===== src/cam_pkg.sv =====
package cam_pkg;

  // ----------------------------------------------------------------
  // clock and timing
  // ----------------------------------------------------------------
  localparam int unsigned CLK_HZ = 20000000;
  localparam int unsigned REF_PWRUP_US = 4400;
  localparam int unsigned REF_PWRUP_CYC = (REF_PWRUP_US * (CLK_HZ / 1000000));

  // ----------------------------------------------------------------
  // register map (word offsets as byte addresses)
  // ----------------------------------------------------------------
  localparam logic [7:0] ADDR_CFG = 8'h00;
  localparam logic [7:0] ADDR_CMD = 8'h04;
  localparam logic [7:0] ADDR_STATUS = 8'h08;
  localparam logic [7:0] ADDR_RESULT = 8'h0C;
  localparam logic [7:0] ADDR_SAMPLE = 8'h10;
  localparam logic [7:0] ADDR_RESULT_BASE = 8'h40;

  // first_config_byte fields
  localparam int unsigned CFG_SPEED_BIT = 0;
  localparam int unsigned CFG_REFERENCE_KEEP_ON_BIT_BIT = 2;
  localparam logic [7:0] CFG_RESET = 8'h00;

  // command fields
  localparam int unsigned CMD_MODE_LO = 0;
  localparam int unsigned CMD_KIND_BIT = 2;

  // ----------------------------------------------------------------
  // converter plan
  // ----------------------------------------------------------------
  localparam int unsigned NUM_CELLS = 12;
  localparam int unsigned CELLS_PER_CONV = 6;
  localparam int unsigned NUM_AUX = 6;
  localparam int unsigned NUM_RES = NUM_CELLS + NUM_AUX;
  localparam int unsigned CAL_CYC = 4;
  // cycles per sample in each mode; fast is short, filtered is long
  localparam logic [15:0] OSR_27K = 16'h0010;
  localparam logic [15:0] OSR_14K = 16'h0020;
  localparam logic [15:0] OSR_7K = 16'h0040;
  localparam logic [15:0] OSR_3K = 16'h0080;
  localparam logic [15:0] OSR_2K = 16'h0100;
  localparam logic [15:0] OSR_26 = 16'h4000;
  localparam logic [31:0] SAMPLE_SIGN = 32'h8000_0000;
  localparam logic [15:0] RESULT_MAX = 16'hFFFF;
  localparam logic [15:0] RESULT_ZERO = 16'h0000;

  typedef enum logic [2:0] {
    CAM_MODE_27K = 3'h0,
    CAM_MODE_14K = 3'h1,
    CAM_MODE_7K = 3'h2,
    CAM_MODE_3K = 3'h3,
    CAM_MODE_2K = 3'h4,
    CAM_MODE_26 = 3'h5
  } cam_mode_t;

  // core state, gray coded along standby->pwrup->measure->cal->ready
  typedef enum logic [2:0] {
    CAM_ST_STANDBY = 3'b000,
    CAM_ST_PWRUP = 3'b001,
    CAM_ST_MEASURE = 3'b011,
    CAM_ST_CAL = 3'b010,
    CAM_ST_READY = 3'b110
  } cam_state_t;

endpackage


===== src/cam_mode_lut.sv =====
`timescale 1ns/10ps
module cam_mode_lut
  import cam_pkg::*;
(
  // clock and reset
  input wire logic i_clk,
  input wire logic i_rst,
  // selection
  input wire logic i_speed_option_bit,
  input wire logic [1:0] i_conversion_mode_field,
  // decoded mode
  output cam_mode_t o_mode,
  output logic [15:0] o_osr_cycles
);

  cam_mode_t mode_nxt;
  logic [15:0] osr_nxt;

  // ----------------------------------------------------------------
  // option bit picks the variant of all four mode field values
  // ----------------------------------------------------------------
  always_comb begin
    unique case (i_conversion_mode_field)
      2'h0: mode_nxt = i_speed_option_bit ? CAM_MODE_14K : CAM_MODE_3K;
      2'h1: mode_nxt = i_speed_option_bit ? CAM_MODE_14K : CAM_MODE_27K;
      2'h2: mode_nxt = i_speed_option_bit ? CAM_MODE_3K : CAM_MODE_7K;
      2'h3: mode_nxt = i_speed_option_bit ? CAM_MODE_2K : CAM_MODE_26;
    endcase
  end

  // cycles per sample; fast is short, filtered is long
  always_comb begin
    unique case (mode_nxt)
      CAM_MODE_27K: osr_nxt = OSR_27K;
      CAM_MODE_14K: osr_nxt = OSR_14K;
      CAM_MODE_7K: osr_nxt = OSR_7K;
      CAM_MODE_3K: osr_nxt = OSR_3K;
      CAM_MODE_2K: osr_nxt = OSR_2K;
      default: osr_nxt = OSR_26;
    endcase
  end

  always_ff @(posedge i_clk) begin
    if (i_rst) begin
      o_mode <= CAM_MODE_7K;
      o_osr_cycles <= OSR_7K;
    end else begin
      o_mode <= mode_nxt;
      o_osr_cycles <= osr_nxt;
    end
  end

endmodule


===== src/cam_core.sv =====
`timescale 1ns/10ps
module cam_core
  import cam_pkg::*;
#(
  parameter int unsigned REF_WAIT = REF_PWRUP_CYC
)(
  // clock and reset
  input wire logic i_clk,
  input wire logic i_rst,
  // register port
  input wire logic [7:0] i_addr,
  input wire logic [31:0] i_wdata,
  input wire logic i_wr,
  input wire logic i_rd,
  output logic [31:0] o_rdata,
  // converter sample inputs, signed, 100 uV per step
  input wire logic signed [31:0] i_lower_sample,
  input wire logic signed [31:0] i_upper_sample,
  // status
  output logic o_busy,
  output logic o_ref_on,
  output logic o_lower_en,
  output logic o_upper_en
);

  // ----------------------------------------------------------------
  // declarations
  // ----------------------------------------------------------------
  cam_state_t state_r;
  cam_state_t state_nxt;
  logic [7:0] cfg_r;
  logic [2:0] cmd_r;
  logic cmd_go;
  logic aux_r;
  logic [31:0] wait_r;
  logic [15:0] tick_r;
  logic [3:0] chan_r;
  logic [15:0] res_r [NUM_RES];
  logic done_r;
  cam_mode_t mode;
  logic [15:0] osr_cycles;
  logic step_done;
  logic [15:0] lower_code;
  logic [15:0] upper_code;
  logic [4:0] rd_idx;
  logic [3:0] chan_last;
  logic cmd_take;
  logic [2:0] cmd_nxt;
  logic aux_nxt;
  logic conv_nxt;
  logic res_hit;
  logic [31:0] rdata_nxt;

  assign cmd_go = i_wr && (i_addr == ADDR_CMD);
  assign chan_last = aux_r ? 4'(NUM_AUX - 1) : 4'(CELLS_PER_CONV - 1);
  // shift before the cast so result words past the eighth keep their index
  assign rd_idx = 5'((i_addr - ADDR_RESULT_BASE) >> 2);

  // ----------------------------------------------------------------
  // command as it stands after this edge
  // ----------------------------------------------------------------
  // decoding the incoming word, not the stored one, lets a warm start
  // open its first sample window and converter enables on the new command
  assign cmd_take = cmd_go && !o_busy;
  assign cmd_nxt = cmd_take ? i_wdata[CMD_KIND_BIT:CMD_MODE_LO] : cmd_r;
  assign aux_nxt = cmd_take ? i_wdata[CMD_KIND_BIT] : aux_r;

  // ----------------------------------------------------------------
  // mode decode
  // ----------------------------------------------------------------
  cam_mode_lut cam_mode_lut_inst (
    .i_clk(i_clk),
    .i_rst(i_rst),
    .i_speed_option_bit(cfg_r[CFG_SPEED_BIT]),
    .i_conversion_mode_field(cmd_nxt[CMD_MODE_LO +: 2]),
    .o_mode(mode),
    .o_osr_cycles(osr_cycles)
  );

  // ----------------------------------------------------------------
  // configuration and command capture
  // ----------------------------------------------------------------
  always_ff @(posedge i_clk) begin
    if (i_rst) begin
      cfg_r <= CFG_RESET;
    end else if (i_wr && i_addr == ADDR_CFG) begin
      cfg_r <= i_wdata[7:0];
    end
  end

  // a command while busy is ignored so the running sequence stays consistent
  always_ff @(posedge i_clk) begin
    if (i_rst) begin
      cmd_r <= 3'h0;
      aux_r <= 1'b0;
    end else if (cmd_take) begin
      cmd_r <= cmd_nxt;
      aux_r <= aux_nxt;
    end
  end

  // ----------------------------------------------------------------
  // core state machine
  // ----------------------------------------------------------------
  assign step_done = (tick_r >= osr_cycles - 16'h0001);

  always_comb begin
    state_nxt = state_r;
    unique case (state_r)
      CAM_ST_STANDBY: begin
        if (cmd_go || cfg_r[CFG_REFERENCE_KEEP_ON_BIT_BIT]) begin
          state_nxt = CAM_ST_PWRUP;
        end
      end
      CAM_ST_PWRUP: begin
        if (wait_r >= REF_WAIT - 1) begin
          // a command landing in the last wait cycle must not be stranded in ready
          if (o_busy || cmd_take) begin
            state_nxt = CAM_ST_MEASURE;
          end else begin
            state_nxt = CAM_ST_READY;
          end
        end
      end
      CAM_ST_READY: begin
        if (cmd_go) begin
          state_nxt = CAM_ST_MEASURE;
        end else if (!cfg_r[CFG_REFERENCE_KEEP_ON_BIT_BIT]) begin
          state_nxt = CAM_ST_STANDBY;
        end
      end
      CAM_ST_MEASURE: begin
        if (step_done && chan_r == chan_last) begin
          state_nxt = CAM_ST_CAL;
        end
      end
      CAM_ST_CAL: begin
        if (tick_r == 16'(CAL_CYC - 1) && chan_r == chan_last) begin
          state_nxt = cfg_r[CFG_REFERENCE_KEEP_ON_BIT_BIT] ? CAM_ST_READY : CAM_ST_STANDBY;
        end
      end
    endcase
  end

  always_ff @(posedge i_clk) begin
    if (i_rst) begin
      state_r <= CAM_ST_STANDBY;
    end else begin
      state_r <= state_nxt;
    end
  end

  // pending conversion flag, set by a command, cleared once calibrated
  always_ff @(posedge i_clk) begin
    if (i_rst) begin
      o_busy <= 1'b0;
    end else if (cmd_go && !o_busy) begin
      o_busy <= 1'b1;
    end else if (state_r == CAM_ST_CAL && state_nxt != CAM_ST_CAL) begin
      o_busy <= 1'b0;
    end
  end

  always_ff @(posedge i_clk) begin
    if (i_rst) begin
      done_r <= 1'b0;
    end else if (cmd_go && !o_busy) begin
      done_r <= 1'b0;
    end else if (state_r == CAM_ST_CAL && state_nxt != CAM_ST_CAL) begin
      done_r <= 1'b1;
    end
  end

  // reference power-up counter
  always_ff @(posedge i_clk) begin
    if (i_rst || state_r != CAM_ST_PWRUP) begin
      wait_r <= 32'h0;
    end else begin
      wait_r <= wait_r + 32'h1;
    end
  end

  // sample and calibration step counter, plus channel index
  always_ff @(posedge i_clk) begin
    if (i_rst || state_r != state_nxt) begin
      tick_r <= 16'h0;
      chan_r <= 4'h0;
    end else if (state_r == CAM_ST_MEASURE) begin
      tick_r <= step_done ? 16'h0 : tick_r + 16'h1;
      chan_r <= step_done ? chan_r + 4'h1 : chan_r;
    end else if (state_r == CAM_ST_CAL) begin
      tick_r <= (tick_r == 16'(CAL_CYC - 1)) ? 16'h0 : tick_r + 16'h1;
      chan_r <= (tick_r == 16'(CAL_CYC - 1)) ? chan_r + 4'h1 : chan_r;
    end
  end

  // ----------------------------------------------------------------
  // result encoding: clamp below zero and above full scale
  // ----------------------------------------------------------------
  function automatic logic [15:0] cam_clamp(input logic signed [31:0] s);
    logic [15:0] r;
    r = s[15:0];
    if ((s & SAMPLE_SIGN) != 32'h0) begin
      r = RESULT_ZERO;
    end else if (s[31:16] != 16'h0) begin
      r = RESULT_MAX;
    end
    return r;
  endfunction

  // one encoder per converter so cell and aux words read alike
  assign lower_code = cam_clamp(i_lower_sample);
  assign upper_code = cam_clamp(i_upper_sample);

  // each channel result is stored at the end of its sample window
  always_ff @(posedge i_clk) begin
    if (state_r == CAM_ST_MEASURE && step_done) begin
      if (aux_r) begin
        res_r[5'(NUM_CELLS) + 5'(chan_r)] <= lower_code;
      end else begin
        res_r[5'(chan_r)] <= lower_code;
        res_r[5'(chan_r) + 5'(CELLS_PER_CONV)] <= upper_code;
      end
    end
  end

  // ----------------------------------------------------------------
  // converter enables and reference
  // ----------------------------------------------------------------
  // decoded once so both converters agree on the phase
  assign conv_nxt = (state_nxt == CAM_ST_MEASURE) || (state_nxt == CAM_ST_CAL);

  always_ff @(posedge i_clk) begin
    if (i_rst) begin
      o_lower_en <= 1'b0;
      o_upper_en <= 1'b0;
      o_ref_on <= 1'b0;
    end else begin
      o_lower_en <= conv_nxt;
      o_upper_en <= conv_nxt && !aux_nxt;
      o_ref_on <= (state_nxt != CAM_ST_STANDBY);
    end
  end

  // ----------------------------------------------------------------
  // register read, data one cycle after the strobe
  // ----------------------------------------------------------------
  // idle cycles and unmapped addresses read as zero, so several slaves
  // can share one or-ed return bus
  assign res_hit = (i_addr >= ADDR_RESULT_BASE) &&
                   (i_addr < ADDR_RESULT_BASE + 8'(NUM_RES * 4));

  always_comb begin
    rdata_nxt = 32'h0;
    if (i_rd) begin
      if (i_addr == ADDR_CFG) begin
        rdata_nxt = {24'h0, cfg_r};
      end else if (i_addr == ADDR_CMD) begin
        rdata_nxt = {29'h0, aux_r, cmd_r[1:0]};
      end else if (i_addr == ADDR_STATUS) begin
        rdata_nxt = {24'h0, 1'b0, mode, state_r, done_r};
      end else if (res_hit) begin
        rdata_nxt = {16'h0, res_r[rd_idx]};
      end
    end
  end

  always_ff @(posedge i_clk) begin
    if (i_rst) begin
      o_rdata <= 32'h0;
    end else begin
      o_rdata <= rdata_nxt;
    end
  end

endmodule


===== config.mk =====
export PLATFORM = sky130hd
export DESIGN_NAME = cam_core
export DESIGN_NICKNAME = d
export VERILOG_FILES = /design/src/cam_pkg.sv /design/src/cam_mode_lut.sv /design/src/cam_core.sv
export SDC_FILE = /design/constraint.sdc
export NUM_CORES = 1
export LEC_CHECK = 0
export BUFFER_PORTS_ARGS = -buffer_cell sky130_fd_sc_hd__buf_2
export CAP_MARGIN = 15
export CORE_UTILIZATION = 30
export CTS_BUF_LIST = sky130_fd_sc_hd__clkbuf_4
export CTS_CLUSTER_SIZE = 25
export DETAILED_ROUTE_END_ITERATION = 8
export PLACE_DENSITY = 0.55
export SYNTH_ARGS = -nofsm -noshare
export SYNTH_HDL_FRONTEND = slang
export SYNTH_SLANG_ARGS = --single-unit

===== constraint.sdc =====
create_clock -name i_clk -period 4.85 [get_ports i_clk]
set_input_delay 0.97 -clock i_clk [delete_from_list [all_inputs] [get_ports i_clk]]
set_output_delay 0.97 -clock i_clk [all_outputs]
set_load 0.05 [all_outputs]

# Word-level counts from Yosys, hierarchy flattened
# Memories as Yosys holds them, arrays and structs flattened.
# Index checks and enable logic that the tools add are counted.
dict set report totals {
  latch_bits 0
  ramBits 288
  reg_bits 122
  elab_cells 128
  mem_bits_ro 0
  memories 1
  output_inout_bits 36
  input_bits 108
}
dict set report op_classes {
  eq_ne 21
  mul 0
  n_bitwise 2
  div_mod_pow 0
  n_lt_le_gt_ge 4
  addsub 7
  n_shift 0
  n_reduce_logical 32
  n_mux 44
}
# name words word_bits rd rd_clocked_by_memory_dff write_ports line
set mem_list {}
lappend mem_list {res_r 18 16 1 0 2 cam_core.sv:38} ;# logic [15:0] res_r [NUM_RES];
# op n
set ops {}
lappend ops {{$mux W16} 9}
lappend ops {{$pmux W15 S5} 1}
lappend ops {{$add A32 B1 Y32 const B} 1}
lappend ops {{$ge A32 B17 Y1 const B} 1}
lappend ops {{$mux W8} 4}
lappend ops {{$reduce_bool A16 Y1} 2}
lappend ops {{$mux W3} 8}
lappend ops {{$eq A3 B2 Y1 const B} 6}
lappend ops {{$add A16 B1 Y16 const B} 1}
lappend ops {{$eq A16 B2 Y1 const B} 1}
lappend ops {{$ge A16 B16 Y1} 1}
lappend ops {{$mux W4} 4}
lappend ops {{$reduce_or A16 Y1} 1}
lappend ops {{$sub A16 B1 Y16 const B} 1}
lappend ops {{$pmux W3 S5} 1}
lappend ops {{$mux W1} 13}
lappend ops {{$pmux W3 S4} 1}
lappend ops {{$logic_and A1 B1 Y1} 9}
lappend ops {{$eq A8 B3 Y1 const B} 1}
lappend ops {{$eq A8 B4 Y1 const B} 1}
lappend ops {{$ge A8 B7 Y1 const B} 1}
lappend ops {{$logic_not A8 Y1} 1}
lappend ops {{$lt A8 B8 Y1 const B} 1}
lappend ops {{$sub A7 B7 Y7 const B} 1}
lappend ops {{25 further kinds} 39}

# Longest topological paths before layout
# Gate-level depths: netlist (run 1).
dict set report logic_depth {
  ltp_word 11
  ltp_mapped 15
  ltp_nobuf 13
}

# By module
# A second synthesis (run 1) with hierarchy kept.
dict set report unflattened {
  hier_cells 1496
  area_unflattened_um2 20035.5
}
# module instances area_each_um2 cells_per_inst seq_area_each_um2
set by_module_without_submodules {}
lappend by_module_without_submodules {cam_core 1 19675.1 1462 10390.0}
lappend by_module_without_submodules {cam_mode_lut 1 360.3 34 180.2}

# Worst setup path after synthesis (run 1)
# OpenSTA, ideal clock, no wires.
dict set report synth_timing {
  path_type {register -> register}
  from {register cam_mode_lut_inst.o_osr_cycles[7]}
  to {memory res_r[13][0] (enable)}
  arrival_ns 4.046
  path_buffers 2
  setup_slack_ns 0.393
  t_required_ns 4.439
  setup_time_ns 0.411
  period_less_slack_ns 4.457
  stages_incl_launch_ff 13
  cell_sequence {dfxtp_1 nor3_1 nand3_1 or2_2 ha_1 and4_1 o2111ai_1 a31o_2 a21oi_2 clkbuf_1 clkbuf_1 nand2_1 o21ai_0}
}
# element line
set synth_rtl {}
lappend synth_rtl {{start: declaration} cam_mode_lut.sv:13} ;# output logic [15:0] o_osr_cycles
lappend synth_rtl {{start signal: assignment} cam_mode_lut.sv:49} ;# o_osr_cycles <= osr_nxt;
lappend synth_rtl {{end: declaration} cam_core.sv:38}

==> results of run 1 <==
worst min-delay path: cells and delay by family:
kind | cells | cell delay, ns
AO/OA/AOI/OAI | 1 | 0.05
AND/OR/NAND/NOR | 1 | 0.05
buffers and inverters | 1 | 0.09
cells by family after synthesis:
kind of cell               count (synthesis)
other                                      1
adders and majority gates                 26
xor gates and xnor gates                  44
muxes                                    169
buffers and inverters                    173
and+or+nand+nor                          593
DFF                                      384
AOI/OAI and AO/OA                        355
state kept, by name, summed over array words and instances, names as in the netlist, 2 cells and up:
signal and flops:
tick_r 16, state_r 3, cam_mode_lut_inst.o_osr_cycles 6, res_r 288, chan_r 4, o_rdata 16, cmd_r 2, wait_r 32
cam_mode_lut_inst.o_mode 3, cfg_r 8
cells in the mapped netlist (3+ instances only):
library cell,instances
and4_1,4
nand4_1,11
a21oi_1,41
nand3_1,54
ha_1,26
buf_4,16
clkbuf_1,120
nor4_1,23
nand2b_1,3
nor3b_1,5
and2_1,6
nor4b_1,4
xor2_1,27
or3_1,7
and3_1,9
buf_1,3
nor3_1,30
buf_2,16
dfxtp_1,96
mux2i_1,87
o22ai_1,7
o21bai_1,21
xnor2_1,17
nor2b_1,7
o21ai_0,247
nor2_1,118
a211oi_1,6
inv_1,16
a22oi_1,5
a31oi_1,7
or2_2,20
edfxtp_1,288
nand2_1,283
mux4_2,80
layer usage:
| metal | GRT usage | vias to the layer above |
|---|---|---|
| li1 | - | 6721 |
| met1 | 0.2423 | 6980 |
| met2 | 0.2797 | 575 |
| met3 | 0.03456 | 95 |
| met4 | 0.05506 | 0 |
| met5 | 0 | - |
layout by cell type (no fill, tap or decap), types with 11 or more instances in the layout:
cell / n
o21bai_1: 18
inv_1: 16
nand2_1: 283
clkinv_1: 16
or2_2: 20
o21ai_0: 238
xor2_1: 27
buf_2: 101
dfxtp_1: 96
ha_1: 26
nand3_1: 54
nand4_1: 11
xnor2_1: 17
mux2i_1: 87
edfxtp_1: 288
conb_1: 16
clkbuf_4: 153
nor4_1: 22
nor3_1: 27
a21oi_1: 41
buf_4: 69
mux4_2: 80
nor2_1: 118
power breakdown:
group          leakage [nW]  switching [mW]  total, mW  internal [mW]
Sequential             3.36         0.00221       3.53           3.53
Clock                 0.761            1.37       2.85           1.49
Combinational          3.92           0.294      0.476          0.182
Total                  8.04            1.66       6.86           5.20
final timing paths:
kind / from / to / slack [ns] / cells past startpoint
min reg2reg: cfg_r[1]$_SDFFE_PP0P_ / cfg_r[1]$_SDFFE_PP0P_ / 0.46 / 2
max reg2reg: cam_mode_lut_inst.o_osr_cycles[7]$_SDFF_PP0_ / res_r[8][8]$_DFFE_PP_ / 0.80 / 13
max: cam_mode_lut_inst.o_osr_cycles[7]$_SDFF_PP0_ / res_r[8][8]$_DFFE_PP_ / 0.80 / 13
min: i_wdata[3] / cfg_r[3]$_SDFFE_PP0P_ / 0.44 / 3
metrics by stage:
stage | worst slack [ns] | power (mW)
after floorplan | 0.3929 | 3.931
after global placement | 0.8188 | 4.067
after detailed placement | 0.8399 | 4.078
after CTS | 0.8091 | 6.943
after global routing | 0.5238 | 7.146
final | 0.8025 | 6.861
layout make-up:
class	count	share of cell area
tap	846	0.04751
timing repair buffer	176	0.05094
inverter	16	0.002696
clock inverter	23	0.006122
sequential	384	0.4745
antenna	1	0.0001123
multi-input combinational	1203	0.3666
clock buffer	153	0.05156
==> results.yml, run 1 <==
timing:
  relSlewSlack: 0.2942
  fin_crit_ns: 4.048
  worst_pin_slew_ns: 1.055
  fmax_mhz: 247.1
  skew_ns: 0.09239
  maxSlewViolCount: 0
  rsz0062_at_grt: "false"
  fin_hold_ws_ns: 0.4377
  hold_violations: 0
  setup_viol: 0
  setup_tns_ns: 0
  period_share: 0.8345
routing:
  drt-total-wl_mm: 57.78
  vias: 14370
  top_layer: "met4"
  wl_met3_mm: 4.532
  wl_per_cell_um: 20.62
  ant_nets: 0
  drc: 0
  drtIter0Drc: 1461
  wl_met2_mm: 26.72
  drt-pass1-iter-count: 5
  avgViaCountPerCell: 5.129
  wl_met1_mm: 25.24
clock_network:
  cts_tree: "yes"
  cts-resized-gates: 0
  cts_sinks: 384
  htree_levels: 3
  postCtsHoldBufs: 0
  post_cts_buffers: 0
  path_clk_slew_ns: 0.06
  clkLatencyLatePin_ns: 0.87
  clk_path_buf_depth: 3
  cts_buffers: 101
  root_buffer: "clkbuf_4"
cells_and_area:
  final-seq-area_um2: 10570
  area_delta_synth_final_pct: 15.16
  stdcell_count: 2802
  final_core_util: 0.3512
  layout-drive-gt1-share: 0.2373
  multi_input_area_um2: 8167
  postLayoutCellArea_um2: 22280
  fin_nets: 2016
  fillers: 6293
run:
  cap_violations: 0
synth:
  synth_area_leaders: "edfxtp_1 45%, dfxtp_1 9.9%, mux4_2 9.3%, o21ai_0 6.4%, nand2_1 5.5%"
  syn_avg_cell_area_um2: 11.09
  synth_fa_ha_area_frac: 0.01682
  yosys.area.top_type_share: 0.4471
  netlist_area_um2: 19340
  synth_edf_count: 288
  ys_types: 59
  yosys.area.top_type: "edfxtp_1"
  yosys.area_share.simple: 0.1380
  ys_ff_latch: 384
  synthFlopType: "edfxtp_1"
  synth-compound-area-share: 0.1009
  synth_top_family_by_area: "multiplexers"
  ys_seq_area_frac: 0.5464
  synth-async-reset-ratio: 0
  synthXorXnorAreaFrac: 0.01992
  netlist_instances: 1745
  yosysWarnings: 0
  muxShareOfSynthArea: 0.1393
power_and_ir_drop:
  p_leak_nw: 8.042
  powerDensity_nw_per_um2: 308.0
  peakVddDrop_mv: 0.1464
place:
  io_buffers: 103
  place_area_um2: 20990
  place.gp.congestion: 0.7941
  hpwl_mm: 36.39
  place_inst: 2625
global_route:
  gr-usage-all-layers: 0.1765
  grt_pass1_vias: 14030
  grt_max_degree: 58
  grt_pass1_wl_mm: 87.02
  antenna_found_initial: 1
  grt_overflow: 0
die:
  die_x_um: 255.9
  row_count: 92
  dieArea_um2: 65500
  core_um2: 63430
  chipHeight_um: 255.9
  num_io_pins: 144
  initial_core_util: 0.3050
critical_path:
  slowest_stage: "mux2i_1"
  slowest_delay_ns: 0.46
  path_max_fanout: 11
  worst-path-buf-inv: 2
  worstSetupEndpointType: "register"
  crit_chain: "nor3_1 -> nand3_1 -> or2_2 -> ha_1 -> and4_1 -> o2111ai_1 -> a31o_2 -> a211oi_1 -> buf_4 -> mux2i_1 -> nand3_1 -> nand2_1 -> buf_12"
  worstPathRequired_ns: 5.35
  critical_path.top_delay_family: "simple AND/OR/NAND/NOR gates"
  worstSetupStartpointType: "register"
  cp_common_cell: "nand3_1"
  path_class: "register to register"
  critPathArrivalTime_ns: 4.55
run_status:
  status: "complete, no violations"
min_path:
  hold_path_class: "input port to register"
Note: power is estimated with default switching activity, not from simulation.
==> inputs of run 2 (changes only) <==
==> constraint.sdc (replaced) <==
create_clock -name i_clk -period 3.76 [get_ports i_clk]
set_input_delay 0.752 -clock i_clk [delete_from_list [all_inputs] [get_ports i_clk]]
set_output_delay 0.752 -clock i_clk [all_outputs]
set_load 0.05 [all_outputs]
==> run 2 against run 1 <==
Net effect: critical path depth increased by 2; global-route usage decreased by 2.4 points; count of clock-buffer cells in the layout decreased by 13; sequential share of layout area decreased by 0.79 points; register-to-register slack got worse by 0.66 ns; flip-flop and latch count unchanged; core utilization increased by 0.59 points; final cell count increased by 0.93%; via count decreased by 2.4%; maximum frequency increased by 12%.
==> results.yml, run 2 (synthesis gave the netlist of run 1 again) <==
routing:
  drt-total-wl_mm: 50.06
  drt-pass1-iter-count: 5
  vias: 14030
  wl_per_cell_um: 17.70
  avgViaCountPerCell: 4.962
  drtIter0Drc: 1324
  ant_nets: 0
  drc: 0
timing:
  worst_pin_slew_ns: 1.038
  relSlewSlack: 0.3056
  setup_viol: 0
  setup_tns_ns: 0
  rsz0062_at_grt: "true"
  setup_slack_ns: 0.1431
  hold_violations: 0
  fmax_mhz: 276.5
  maxSlewViolCount: 0
  skew_ns: 0.09879
  fin_crit_ns: 3.617
  fin_hold_ws_ns: 0.1778
  period_share: 0.9619
global_route:
  use_met2: 0.2425
  use_met1: 0.2083
  gr-usage-all-layers: 0.1525
  antenna_found_initial: 2
  met3_usage: 0.03110
  grt_pass1_vias: 14000
  grt_max_degree: 44
  grt_overflow: 0
  grt_pass1_wl_mm: 78.72
  top_usage_layer: "met2"
critical_path:
  worstSetupStartpointType: "register"
  reg2reg_from: "cam_mode_lut_inst.o_osr_cycles[8]$_SDFF_PP0_"
  r2r_cells: 15
  worstSetupEndpointType: "register"
  critPathArrivalTime_ns: 4.15
  path_class: "register to register"
  crit_start: "cam_mode_lut_inst.o_osr_cycles[8]$_SDFF_PP0_"
  rr_endpoint: "res_r[6][15]$_DFFE_PP_"
  path_max_fanout: 16
  cp-endpoint: "res_r[6][15]$_DFFE_PP_"
  r2r_setup_slack_ns: 0.14
  worstPathRequired_ns: 4.30
power_and_ir_drop:
  p_leak_nw: 8.192
  powerDensity_nw_per_um2: 385.4
  peakVddDrop_mv: 0.1789
  power.total_mw: 8.731
cells_and_area:
  largest-register: "res_r"
  layout_commonest_cell: "edfxtp_1"
  layout_common_cells: "288 x edfxtp_1, 283 x nand2_1, 238 x o21ai_0, 140 x clkbuf_4, 118 x nor2_1"
  largest_reg_flops: 288
  final_core_util: 0.3572
  layout-drive-gt1-share: 0.2497
  multi_input_area_um2: 8227
  fin_nets: 2051
  fillers: 6261
  stdcell_count: 2828
  area_delta_synth_final_pct: 17.10
  final-seq-area_um2: 10570
  postLayoutCellArea_um2: 22650
  reg_top3: "res_r: 288 flops, wait_r: 32 flops"
place:
  place.gp.congestion: 0.8819
  dpl_worst_slack_ns: -0.1279
  place_inst: 2660
  io_buffers: 103
  hpwl_mm: 37.02
  place_area_um2: 21340
clock_network:
  cts_tree: "yes"
  root_buffer: "clkbuf_4"
  path_clk_slew_ns: 0.07
  clkLatencyLatePin_ns: 0.88
  cts_buffers: 99
  cts_sinks: 384
  clk_path_buf_depth: 3
  htree_levels: 3
run_status:
  status: "complete, no violations"
die:
  chipHeight_um: 255.9
  core_um2: 63430
  row_count: 92
  num_io_pins: 144
  die_x_um: 255.9
  initial_core_util: 0.3050
  dieArea_um2: 65500
min_path:
  hold_path_class: "input port to register"
run:
  cap_violations: 0
-- run 2: power by group --
group          leakage (nW)  switching [mW]  total [mW]  internal [mW]
Combinational          4.12           0.386       0.632          0.246
Sequential             3.36         0.00252        4.55           4.55
Clock                 0.712            1.76        3.55           1.79
-- run 2: how the worst min path moves through the flow --
stage / endpoint / startpoint / slack (ns) / depth (start not counted)
floorplan: wait_r[0]$_SDFF_PP0_ / wait_r[0]$_SDFF_PP0_ / 0.43 / 1
global placement: wait_r[0]$_SDFF_PP0_ / wait_r[0]$_SDFF_PP0_ / 0.44 / 1
detailed placement: wait_r[0]$_SDFF_PP0_ / wait_r[0]$_SDFF_PP0_ / 0.45 / 1
CTS: cfg_r[4]$_SDFFE_PP0P_ / i_wdata[4] / 0.11 / 3
global route: cfg_r[4]$_SDFFE_PP0P_ / i_wdata[4] / 0.11 / 3
finish: cfg_r[4]$_SDFFE_PP0P_ / i_wdata[4] / 0.18 / 3
-- run 2: critical path: stages (launching register included) --
cell	delay, ns
dfxtp_1	0.33
nor3_2	0.23
nand3_1	0.15
or2_2	0.30
ha_1	0.32
and4_1	0.23
o2111ai_1	0.12
a31o_2	0.27
a211oi_1	0.23
buf_4	0.19
buf_4	0.12
buf_4	0.11
a31oi_1	0.08
buf_4	0.20
o21ai_2	0.24
buf_12	0.21
-- run 2: repair_timing --
item                       in CTS  in global routing
gates resized for setup         5                  5
pin swaps                       0                  1
hold buffers                    0                  0
setup buffers                   0                  1
setup endpoints to repair      80                216
-- run 2: per-layer routing --
layer / wire length [um] / up-vias / share of wire
li1: - / 6759 / -
met1: 22800 / 6785 / 0.46
met2: 23510 / 406 / 0.47
met3: 2819 / 82 / 0.056
met4: 934 / 0 / 0.019
met5: 0 / - / 0
-- run 2: area by class of cell --
type	instances	area share
antenna	4	0.0004419
clock inverter	22	0.007070
multi-input combinational	1203	0.3632
clock buffer	140	0.04640
timing repair buffer	213	0.06694
sequential	384	0.4666
tap	846	0.04673
inverter	16	0.002651
